==> src/vpt_cfg.svh <==
// Notes on behaviour
// - The network identifier is a 12-bit tag field, allowing 4094 usable networks.
// - Identifiers 0 and 4095 are reserved and never given to a network.
// - After reset every port is a member of default network 1.
// - Priority comes from a 3-bit tag field; 0 lowest, 7 highest.
// - Frames arriving without a tag get priority 0.
// - Tagged and untagged frames may arrive mixed on one port.
// - Tagging inserts a field holding identifier and priority, lengthening the frame.
// - A classified frame leaves only through member ports of its network.
// - Toward a non-tagging member port the tag is removed again.
// - The membership table holds up to 32 entries of identifier plus member ports.
// - Membership entries accept identifiers 1 to 4094 only.
// - Wired, wireless station and point-to-point ports all count as members when listed.
// - Each port has transmit tagging, untagged acceptance, accept-any and default identifier.
// - Transmit tagging affects only frames sent, never received handling.
// - Untagged received frames pass only when untagged acceptance is on.
// - With accept-any on, tagged frames of any identifier other than 0 and 4095 are accepted.
// - Untagged received frames are classified to the port default identifier.
// - Frames of the port default identifier leave untagged even with tagging on.
// - Tags use the configurable protocol type, reset value 8100 hex.
`ifndef VPT_CFG_SVH
`define VPT_CFG_SVH

`define VPT_NPORT          9
`define VPT_NNET           32
`define VPT_VID_W          12
`define VPT_PCP_W          3
`define VPT_VID_RSV_LO     12'h000
`define VPT_VID_RSV_HI     12'hfff
`define VPT_VID_DEFAULT    12'h001
`define VPT_TPID_RESET     16'h8100
`define VPT_ADDR_BYTES     4'hc
`define VPT_TAG_BYTES      4'h4
`define VPT_TYPE_BYTES     4'h2
`define VPT_FIFO_DEPTH     4
`define VPT_FIFO_WIDTH     9
// Port layout: 0 wired, 1..2 wireless station, 3..8 point-to-point
`define VPT_WIRED_PORT     0
`define VPT_WLAN_FIRST     1
`define VPT_P2P_FIRST      3
`define VPT_ALL_PORTS      9'h1ff
`define VPT_RST_USE_TAG    9'h000
`define VPT_RST_UNTAGGED   9'h1ff
`define VPT_RST_ANY_NET    9'h1ff

`endif

==> src/vpt_pkg.sv <==
`include "vpt_cfg.svh"
package vpt_pkg;
    typedef logic [`VPT_VID_W-1:0] vpt_vid_t;
    typedef logic [`VPT_NPORT-1:0] vpt_pmask_t;
    typedef logic [3:0]            vpt_port_t;

    typedef enum logic [3:0] {
        VPT_IDLE, VPT_ADDR, VPT_TYPE, VPT_TCI, VPT_DECIDE, VPT_DROP,
        VPT_EMIT_ADDR, VPT_EMIT_TAG, VPT_EMIT_TYPE, VPT_BODY
    } vpt_state_e;

    // An identifier may name a network unless it is one of the two reserved codes
    function automatic logic vpt_vid_usable(input vpt_vid_t vid);
        return (vid != `VPT_VID_RSV_LO) && (vid != `VPT_VID_RSV_HI);
    endfunction
endpackage

==> src/vpt_fifo.sv <==
`timescale 1ns/100ps
`include "vpt_cfg.svh"
module vpt_fifo #(
    parameter int WIDTH = `VPT_FIFO_WIDTH,
    parameter int DEPTH = `VPT_FIFO_DEPTH
) (
    input  wire logic             clk_sys_i,
    input  wire logic             reset_n_i,
    input  wire logic             wr_valid_i,
    output logic                  wr_ready_o,
    input  wire logic [WIDTH-1:0] wr_data_i,
    output logic                  rd_valid_o,
    input  wire logic             rd_ready_i,
    output logic [WIDTH-1:0]      rd_data_o
);
    localparam int AW = $clog2(DEPTH);

    logic [WIDTH-1:0] mem_q [DEPTH];
    logic [AW:0]      wr_ptr_q, wr_ptr_d;
    logic [AW:0]      rd_ptr_q, rd_ptr_d;
    logic             full, empty, do_wr, do_rd;

    assign full       = (wr_ptr_q[AW] != rd_ptr_q[AW]) && (wr_ptr_q[AW-1:0] == rd_ptr_q[AW-1:0]);
    assign empty      = (wr_ptr_q == rd_ptr_q);
    assign wr_ready_o = !full;
    assign rd_valid_o = !empty;
    assign rd_data_o  = mem_q[rd_ptr_q[AW-1:0]];
    assign do_wr      = wr_valid_i && !full;
    assign do_rd      = rd_ready_i && !empty;

    always_comb begin
        wr_ptr_d = wr_ptr_q + (AW+1)'(do_wr);
        rd_ptr_d = rd_ptr_q + (AW+1)'(do_rd);
    end

    always_ff @(posedge clk_sys_i or negedge reset_n_i) begin
        if (!reset_n_i) begin
            wr_ptr_q <= '0;
            rd_ptr_q <= '0;
        end else begin
            wr_ptr_q <= wr_ptr_d;
            rd_ptr_q <= rd_ptr_d;
        end
    end

    always_ff @(posedge clk_sys_i) begin
        if (do_wr) begin
            mem_q[wr_ptr_q[AW-1:0]] <= wr_data_i;
        end
    end
endmodule // vpt_fifo

==> src/vpt_tagger.sv <==
`timescale 1ns/100ps
`include "vpt_cfg.svh"
module vpt_tagger
    import vpt_pkg::*;
(
    input  wire logic        clk_sys_i,
    input  wire logic        reset_n_i,
    input  wire logic        rx_valid_i,
    output logic             rx_ready_o,
    input  wire logic [7:0]  rx_data_i,
    input  wire logic        rx_sof_i,
    input  wire logic        rx_eof_i,
    input  wire vpt_port_t   rx_port_i,
    input  wire vpt_port_t   tx_port_i,
    output logic             tx_valid_o,
    input  wire logic        tx_ready_i,
    output logic [7:0]       tx_data_o,
    output logic             tx_eof_o,
    output vpt_vid_t         frame_vid_o,
    output logic [2:0]       frame_pcp_o,
    output logic             frame_tagged_o,
    output logic             frame_drop_o,
    input  wire logic        net_wr_i,
    input  wire logic [4:0]  net_idx_i,
    input  wire vpt_vid_t    net_vid_i,
    input  wire vpt_pmask_t  net_members_i,
    output logic             net_wr_err_o,
    input  wire logic        port_wr_i,
    input  wire vpt_port_t   port_idx_i,
    input  wire logic        port_use_tag_i,
    input  wire logic        port_allow_untagged_i,
    input  wire logic        port_accept_any_network_i,
    input  wire vpt_vid_t    port_default_net_id_i,
    input  wire logic        tpid_wr_i,
    input  wire logic [15:0] tpid_i
);
    // ------------------------------------------------------------------
    // Configuration tables
    // ------------------------------------------------------------------
    vpt_vid_t    net_vid_q [`VPT_NNET];
    vpt_vid_t    net_vid_d [`VPT_NNET];
    vpt_pmask_t  net_mem_q [`VPT_NNET];
    vpt_pmask_t  net_mem_d [`VPT_NNET];
    vpt_pmask_t  use_tag_q, use_tag_d, untag_ok_q, untag_ok_d, any_net_q, any_net_d;
    vpt_vid_t    pdef_q [`VPT_NPORT];
    vpt_vid_t    pdef_d [`VPT_NPORT];
    logic [15:0] tpid_q, tpid_d;
    logic        wr_err_q, wr_err_d;

    always_comb begin
        net_vid_d  = net_vid_q;
        net_mem_d  = net_mem_q;
        use_tag_d  = use_tag_q;
        untag_ok_d = untag_ok_q;
        any_net_d  = any_net_q;
        pdef_d     = pdef_q;
        tpid_d     = tpid_wr_i ? tpid_i : tpid_q;
        wr_err_d   = 1'b0;
        if (net_wr_i) begin
            if (vpt_vid_usable(net_vid_i)) begin
                net_vid_d[net_idx_i] = net_vid_i;
                net_mem_d[net_idx_i] = net_members_i;
            end else begin
                wr_err_d = 1'b1;
            end
        end
        if (port_wr_i) begin
            if (port_idx_i < 4'(`VPT_NPORT) && vpt_vid_usable(port_default_net_id_i)) begin
                use_tag_d[port_idx_i]  = port_use_tag_i;
                untag_ok_d[port_idx_i] = port_allow_untagged_i;
                any_net_d[port_idx_i]  = port_accept_any_network_i;
                pdef_d[port_idx_i]     = port_default_net_id_i;
            end else begin
                wr_err_d = 1'b1;
            end
        end
    end

    always_ff @(posedge clk_sys_i or negedge reset_n_i) begin
        if (!reset_n_i) begin
            for (int i = 0; i < `VPT_NNET; i++) begin
                net_vid_q[i] <= (i == 0) ? `VPT_VID_DEFAULT : `VPT_VID_RSV_LO;
                net_mem_q[i] <= (i == 0) ? `VPT_ALL_PORTS : '0;
            end
            for (int i = 0; i < `VPT_NPORT; i++) begin
                pdef_q[i] <= `VPT_VID_DEFAULT;
            end
            use_tag_q  <= `VPT_RST_USE_TAG;
            untag_ok_q <= `VPT_RST_UNTAGGED;
            any_net_q  <= `VPT_RST_ANY_NET;
            tpid_q     <= `VPT_TPID_RESET;
            wr_err_q   <= 1'b0;
        end else begin
            net_vid_q  <= net_vid_d;
            net_mem_q  <= net_mem_d;
            pdef_q     <= pdef_d;
            use_tag_q  <= use_tag_d;
            untag_ok_q <= untag_ok_d;
            any_net_q  <= any_net_d;
            tpid_q     <= tpid_d;
            wr_err_q   <= wr_err_d;
        end
    end
    assign net_wr_err_o = wr_err_q;

    // ------------------------------------------------------------------
    // Frame state
    // ------------------------------------------------------------------
    vpt_state_e  st_q, st_d;
    logic [3:0]  cnt_q, cnt_d;
    logic [95:0] hdr_q, hdr_d;
    logic [15:0] typ_q, typ_d, tci_q, tci_d;
    logic        tagged_q, tagged_d, otag_q, otag_d, drop_q, drop_d;
    vpt_port_t   rxp_q, rxp_d, dstp_q, dstp_d;
    vpt_vid_t    vid_q, vid_d;
    logic [2:0]  pcp_q, pcp_d;
    logic        fw_valid, fw_ready, fw_eof;
    logic [7:0]  fw_data;
    logic        rx_hs;

    // ------------------------------------------------------------------
    // Classification
    // ------------------------------------------------------------------
    vpt_vid_t    cls_vid;
    logic [2:0]  cls_pcp;
    vpt_pmask_t  cls_mem;
    logic        ports_ok, cls_accept, cls_fwd, cls_otag;

    always_comb begin
        cls_vid = tagged_q ? tci_q[11:0] : pdef_q[rxp_q];
        cls_pcp = tagged_q ? tci_q[15:13] : 3'h0;
        cls_mem = '0;
        for (int i = 0; i < `VPT_NNET; i++) begin
            if (vpt_vid_usable(net_vid_q[i]) && net_vid_q[i] == cls_vid) begin
                cls_mem = cls_mem | net_mem_q[i];
            end
        end
        ports_ok   = (rxp_q < 4'(`VPT_NPORT)) && (dstp_q < 4'(`VPT_NPORT));
        // Receive checks never look at the transmit tagging option
        cls_accept = ports_ok && (tagged_q
                   ? (vpt_vid_usable(cls_vid) && (any_net_q[rxp_q] || cls_mem[rxp_q]))
                   : untag_ok_q[rxp_q]);
        cls_fwd    = ports_ok && cls_mem[dstp_q];
        cls_otag   = ports_ok && use_tag_q[dstp_q] && (cls_vid != pdef_q[dstp_q]);
    end

    // ------------------------------------------------------------------
    // Frame sequencer
    // ------------------------------------------------------------------
    assign rx_hs = rx_valid_i && rx_ready_o;

    always_comb begin
        st_d = st_q;   cnt_d = cnt_q;   hdr_d = hdr_q;   typ_d = typ_q;
        tci_d = tci_q; tagged_d = tagged_q; otag_d = otag_q; rxp_d = rxp_q;
        dstp_d = dstp_q; vid_d = vid_q; pcp_d = pcp_q; drop_d = 1'b0;
        rx_ready_o = 1'b0;
        fw_valid   = 1'b0;
        fw_data    = 8'h00;
        fw_eof     = 1'b0;
        case (st_q)
            VPT_IDLE: begin
                rx_ready_o = 1'b1;
                if (rx_hs && rx_sof_i && !rx_eof_i) begin
                    hdr_d  = {hdr_q[87:0], rx_data_i};
                    cnt_d  = 4'h1;
                    rxp_d  = rx_port_i;
                    dstp_d = tx_port_i;
                    st_d   = VPT_ADDR;
                end
            end
            VPT_ADDR: begin
                rx_ready_o = 1'b1;
                if (rx_hs) begin
                    hdr_d = {hdr_q[87:0], rx_data_i};
                    cnt_d = cnt_q + 4'h1;
                    if (rx_eof_i) begin
                        drop_d = 1'b1;
                        st_d   = VPT_IDLE;
                    end else if (cnt_q == `VPT_ADDR_BYTES - 4'h1) begin
                        cnt_d = 4'h0;
                        st_d  = VPT_TYPE;
                    end
                end
            end
            VPT_TYPE, VPT_TCI: begin
                rx_ready_o = 1'b1;
                if (rx_hs) begin
                    cnt_d = cnt_q + 4'h1;
                    if (st_q == VPT_TYPE) typ_d = {typ_q[7:0], rx_data_i};
                    else tci_d = {tci_q[7:0], rx_data_i};
                    if (rx_eof_i) begin
                        drop_d = 1'b1;
                        st_d   = VPT_IDLE;
                    end else if (cnt_q == 4'h1) begin
                        cnt_d = 4'h0;
                        // Tagged and plain frames share one path; the type decides
                        if (st_q == VPT_TYPE) begin
                            tagged_d = ({typ_q[7:0], rx_data_i} == tpid_q);
                            st_d     = tagged_d ? VPT_TCI : VPT_DECIDE;
                        end else begin
                            st_d = VPT_DECIDE;
                        end
                    end
                end
            end
            VPT_DECIDE: begin
                vid_d  = cls_vid;
                pcp_d  = cls_pcp;
                otag_d = cls_otag;
                cnt_d  = 4'h0;
                if (cls_accept && cls_fwd) begin
                    st_d = VPT_EMIT_ADDR;
                end else begin
                    drop_d = 1'b1;
                    st_d   = VPT_DROP;
                end
            end
            VPT_DROP: begin
                rx_ready_o = 1'b1;
                if (rx_hs && rx_eof_i) st_d = VPT_IDLE;
            end
            VPT_EMIT_ADDR: begin
                fw_valid = 1'b1;
                fw_data  = hdr_q[95:88];
                if (fw_ready) begin
                    hdr_d = {hdr_q[87:0], 8'h00};
                    cnt_d = cnt_q + 4'h1;
                    if (cnt_q == `VPT_ADDR_BYTES - 4'h1) begin
                        cnt_d = 4'h0;
                        // A received tag not wanted on egress is simply not re-sent
                        st_d  = otag_q ? VPT_EMIT_TAG
                              : (tagged_q ? VPT_BODY : VPT_EMIT_TYPE);
                    end
                end
            end
            VPT_EMIT_TAG: begin
                fw_valid = 1'b1;
                case (cnt_q[1:0])
                    2'h0:    fw_data = tpid_q[15:8];
                    2'h1:    fw_data = tpid_q[7:0];
                    2'h2:    fw_data = {pcp_q, 1'b0, vid_q[11:8]};
                    default: fw_data = vid_q[7:0];
                endcase
                if (fw_ready) begin
                    cnt_d = cnt_q + 4'h1;
                    if (cnt_q == `VPT_TAG_BYTES - 4'h1) begin
                        cnt_d = 4'h0;
                        st_d  = tagged_q ? VPT_BODY : VPT_EMIT_TYPE;
                    end
                end
            end
            VPT_EMIT_TYPE: begin
                fw_valid = 1'b1;
                fw_data  = (cnt_q == 4'h0) ? typ_q[15:8] : typ_q[7:0];
                if (fw_ready) begin
                    cnt_d = cnt_q + 4'h1;
                    if (cnt_q == `VPT_TYPE_BYTES - 4'h1) st_d = VPT_BODY;
                end
            end
            VPT_BODY: begin
                fw_valid   = rx_valid_i;
                rx_ready_o = fw_ready;
                fw_data    = rx_data_i;
                fw_eof     = rx_eof_i;
                if (rx_hs && rx_eof_i) st_d = VPT_IDLE;
            end
            default: st_d = VPT_IDLE;
        endcase
    end

    always_ff @(posedge clk_sys_i or negedge reset_n_i) begin
        if (!reset_n_i) begin
            st_q <= VPT_IDLE;  cnt_q <= 4'h0;  hdr_q <= '0;  typ_q <= 16'h0000;
            tci_q <= 16'h0000; tagged_q <= 1'b0; otag_q <= 1'b0; drop_q <= 1'b0;
            rxp_q <= 4'h0;     dstp_q <= 4'h0;  vid_q <= `VPT_VID_DEFAULT; pcp_q <= 3'h0;
        end else begin
            st_q <= st_d;      cnt_q <= cnt_d;  hdr_q <= hdr_d;  typ_q <= typ_d;
            tci_q <= tci_d;    tagged_q <= tagged_d; otag_q <= otag_d; drop_q <= drop_d;
            rxp_q <= rxp_d;    dstp_q <= dstp_d; vid_q <= vid_d; pcp_q <= pcp_d;
        end
    end

    assign frame_vid_o    = vid_q;
    assign frame_pcp_o    = pcp_q;
    assign frame_tagged_o = otag_q;
    assign frame_drop_o   = drop_q;

    // ------------------------------------------------------------------
    // Output buffer
    // ------------------------------------------------------------------
    vpt_fifo #(
        .WIDTH(`VPT_FIFO_WIDTH),
        .DEPTH(`VPT_FIFO_DEPTH)
    ) u_fifo (
        .clk_sys_i (clk_sys_i),
        .reset_n_i (reset_n_i),
        .wr_valid_i(fw_valid),
        .wr_ready_o(fw_ready),
        .wr_data_i ({fw_eof, fw_data}),
        .rd_valid_o(tx_valid_o),
        .rd_ready_i(tx_ready_i),
        .rd_data_o ({tx_eof_o, tx_data_o})
    );
endmodule // vpt_tagger

==> config.mk <==
export PLATFORM = sky130hd
export DESIGN_NAME = vpt_tagger
export DESIGN_NICKNAME = d
export VERILOG_FILES = /design/src/vpt_pkg.sv /design/src/vpt_fifo.sv /design/src/vpt_tagger.sv
export VERILOG_INCLUDE_DIRS = /design/src
export SDC_FILE = /design/constraint.sdc
export NUM_CORES = 2
export LEC_CHECK = 0
export ABC_CLOCK_PERIOD_IN_PS = 4600
export BUFFER_PORTS_ARGS = -buffer_cell sky130_fd_sc_hd__buf_2
export CAP_MARGIN = 20
export CORE_MARGIN = 3
export CORE_UTILIZATION = 30
export DETAILED_ROUTE_END_ITERATION = 6
export PLACE_DENSITY = 0.41
export SYNTH_ARGS = -nofsm -noshare
export SYNTH_HDL_FRONTEND = slang
export SYNTH_SLANG_ARGS = --single-unit
==> constraint.sdc <==
create_clock -name clk_sys_i -period 4.6 [get_ports clk_sys_i]
set_input_delay 0.23 -clock clk_sys_i [delete_from_list [all_inputs] [get_ports clk_sys_i]]
set_output_delay 0.23 -clock clk_sys_i [all_outputs]
set_load 0.005 [all_outputs]
==> impl_metrics.csv <==
group,metric,value,unit
status,outcome,"finished with violations",
status,violations,"design-rule violations, negative setup slack",
global_routing,grt_pass1_wl,357000,microns
routing,dr.first_iter.drc_count,4324,
clock_tree,clkTransAtPathRegs,0.06,ns
timing,worst_pin_slew,1.15,ns
timing,layout_setup_ws,-0.810,ns
synthesis,yosysWarningCount,0,
final_layout,area_growth,30.3,%
final_layout,drive_gt1_share,43.8,%
clock_tree,clk_latency,0.78,ns
clock_tree,clkSinkCount,1027,
global_routing,grt_max_degree,132,
synthesis,synthXorXnorAreaFrac,3.12,%
clock_tree,cts_root_buf,"clkbuf_16",
setup_path,r2r_setup_slack,-0.81,ns
die,die_y,426,microns
setup_path,r2r_cells,19,
flow_run,cap_violations,0,
synthesis,synthMuxAreaShare,22.7,%
setup_path,worstReg2RegEnd,"st_q[0]",
setup_path,slowest_delay,0.66,ns
worst_hold_path,hp-class,"input pin to flop",
global_routing,antenna_found_initial,11,
setup_path,critPathLaunch,"rxp_q[0]",
setup_path,critical_path_required,5.23,ns
synthesis,avgSynthCellArea,11.9,sq um
routing,wl,255000,microns
clock_tree,cts.htree.levels,3,
setup_path,crit_fanout,7,
synthesis,async_flop_share,96.5,%
die,pin_count,115,
clock_tree,cts.path.max_buffers,3,
setup_path,cp_cell_sequence,"or4b_4 -> buf_6 -> buf_4 -> o21ai_1 -> a211oi_2 -> a2111o_1 -> a2111o_1 -> nor4_4 -> buf_12 -> a221oi_1 -> buf_4 -> nor4bb_4 -> buf_4 -> nand3_4 -> o311ai_1 -> o41a_1 -> buf_4 -> o21bai_4 -> a31oi_1",
setup_path,crit_top_cell,"buf_4",
global_routing,grtUsageTotal,27.7,%
setup_path,critPathCapture,"st_q[0]",
setup_path,crit_path_end_kind,"flop",
timing,slew_headroom,23.6,%
synthesis,yosysUniqueCellTypes,104,
final_layout,fill_cells,16900,
routing,antenna_left,0,
timing,fmax,0.185,GHz
timing,final.period_utilization,118,%
final_layout,regArea,25900,sq um
routing,drc_errors,5,
final_layout,multi_input_area,26500,sq um
placed_design,hpwl,185000,microns
routing,routed_via_density,5.71,
power,total_power,0.0497,W
synthesis,synth_edf_count,36,
timing,fin_crit,5.41,ns
die,core.rowCount,153,
routing,wl_per_cell,32.9,microns
synthesis,synthAdderAreaFrac,0.189,%
setup_path,reg2reg_from,"rxp_q[0]",
setup_path,cp.arrival,6.04,ns
synthesis,synth-simple-area-share,10.9,%
synthesis,dominantRegCellSynth,"dfrtp_1",
timing,holdWs,0.0503,ns
die,core_area,175000,sq um
synthesis,syn_area,53000,sq um
synthesis,yosysSeqAreaShare,48.9,%
synthesis,synth_nets,4548,
routing,dr.pass1.iters,7,
setup_path,cp_slowest_cell,"or4b_4",
timing,rsz0062_at_grt,"yes",
setup_path,path_delay_family,"compound AO/OA/AOI/OAI gates",
worst_hold_path,hp-start,"net_vid_i[0]",
setup_path,critical_path_depth,19,
timing,hold_viol_final,0,
die,die_area,182000,sq um
power,power.leakage,29.8,nW
synthesis,syn_inst,4454,
timing,setup_violations,3,
synthesis,yosysMostFrequentCell,"dfrtp_1",
global_routing,grt_pass1_vias,44200,
clock_tree,tritoncts,"yes",
synthesis,ys_ff_latch,1027,
timing,drv_slew,0,
power,p_per_area,719,nW/um^2
routing,vias,44300,
synthesis,netlist_top_cells_area,"dfrtp_1 45%, mux2_2 20%, edfxtp_1 2.0%",
synthesis,synth_top_cell_by_area,"dfrtp_1",
setup_path,worstSetupPathType,"flop to flop",
synthesis,synth_top_area_share,44.9,%
die,die_w,426,microns
clock_tree,cts_buffers,120,
timing,finClkSkew,0.0353,ns
placed_design,port_buffers,114,
die,start_util,30.3,%
global_routing,grt_overflow_total,0,
setup_path,startpoint_type,"flop",
final_layout,fin_nets,5412,
setup_path,crit_buf_inv,6,
power,irDropWorstVdd,0.399,mV
placed_design,place_congestion,0.973,
synthesis,synthTopCellsByCount,"951 x dfrtp_1, 922 x mux2_2, 239 x nand2_1",
synthesis,synth_compound_area_share,11.1,%
synthesis,synth_top_family_by_area,"multiplexers",
-- sequential cells by signal (all words and copies together), names as in the netlist, 3 cells and up --
signal,count
net_vid_q,384
net_mem_q,288
pdef_q,108
hdr_q,96
u_fifo.mem_q,36
tpid_q,16
typ_q,16
tci_q,15
frame_vid_o,12
any_net_q,9
untag_ok_q,9
use_tag_q,9
cnt_q,4
dstp_q,4
rxp_q,4
st_q,4
frame_pcp_o,3
u_fifo.rd_ptr_q,3
u_fifo.wr_ptr_q,3
-- power breakdown --
part / internal [W] / switching [W] / leakage [nW]
Sequential: 0.0112 / 0.00226 / 12.9
Combinational: 0.0113 / 0.0143 / 14.8
Clock: 0.00630 / 0.00429 / 2.15
-- layout by cell type (no fill, tap or decap), drive strengths merged, types with 19 or more instances in the layout --
master / synthesis / final
mux2i: 76 / 76
edfxtp: 36 / 36
a2111oi: 21 / 21
nor2: 132 / 132
nor2b: 19 / 19
xnor2: 84 / 84
a22o: 48 / 48
inv: 72 / 76
nand3: 93 / 93
nor3: 81 / 81
o221ai: 34 / 34
dfrtp: 951 / 951
xor2: 105 / 105
clkbuf: 217 / 175
a221o: 32 / 32
dlygate4sd3: 0 / 76
nand4: 153 / 153
a221oi: 45 / 45
nand2: 239 / 239
mux2: 923 / 923
clkinv: 2 / 29
dfstp: 40 / 40
o2111ai: 21 / 21
a21oi: 59 / 60
a31oi: 22 / 22
nand2b: 50 / 50
mux4: 39 / 39
o22ai: 86 / 86
a211oi: 24 / 24
and3: 24 / 24
or3: 29 / 29
a22oi: 66 / 66
buf: 86 / 966
and2: 28 / 28
o21ai: 116 / 116
nor4: 137 / 137
-- final cells by class --
class | instances | share of cell area (%)
Antenna cell | 4 | 0.0145
Inverter | 74 | 0.407
Clock buffer | 175 | 5.15
Multi-Input combinational cell | 3052 | 38.4
Clock inverter | 54 | 1.22
Timing Repair Buffer | 1043 | 13.1
Tap cell | 2325 | 4.21
Sequential cell | 1027 | 37.5
-- metrics by stage --
stage	util (%)	TNS (ns)	cell area, sq um	setup WS, ns	std cells
2_1_floorplan	-	0	53000	0.417	4454
3_3_place_gp	35.6	-5.66	62300	-1.96	7373
3_5_place_dp	35.6	-5.48	62300	-1.91	7374
4_1_cts	39.4	-1.83	68900	-0.770	7742
5_1_grt	39.5	-2.33	69100	-0.795	7750
6_report	39.5	-2.37	69100	-0.810	7754
-- how the worst min path moves through the flow --
stage	cells past startpoint	slack [ns]	to
finish	2	0.05	net_vid_q[192]
global route	2	0.02	net_vid_q[192]
CTS	3	0.003	net_mem_q[16]
detailed placement	1	0.22	pdef_q[41]
global placement	1	0.22	pdef_q[41]
floorplan	0	-0.07	cnt_q[0]
-- cell families (layout without fill, tap and decap cells) --
family / Yosys count / after routing
fa+ha+maj: 8 / 8
simple gates: 1052 / 1053
flops: 1027 / 1027
other cells: 0 / 4
xor+xnor: 189 / 189
buf+inv: 377 / 1346
compound gates: 763 / 764
mux: 1038 / 1038
-- routing by layer --
layer | GRT usage, % | up-vias | wire (microns)
met5 | 0 | - | 50
li1 | - | 18800 | -
met4 | 11.8 | 8 | 12700
met1 | 37.8 | 23300 | 112000
met2 | 43.9 | 1757 | 115000
met3 | 3.93 | 476 | 15100
-- timing repair --
| item | in CTS | in global routing |
|---|---|---|
| resized for setup | 179 | 18 |
| hold buffers | 77 | 0 |
| setup endpoints to repair | 3 | 3 |
| pin swaps | 63 | 18 |
| cloned | 4 | 0 |
| endpoints found under the hold margin | 437 | 0 |
| buffers inserted | 62 | 8 |
(Power assumes the default switching activity.)
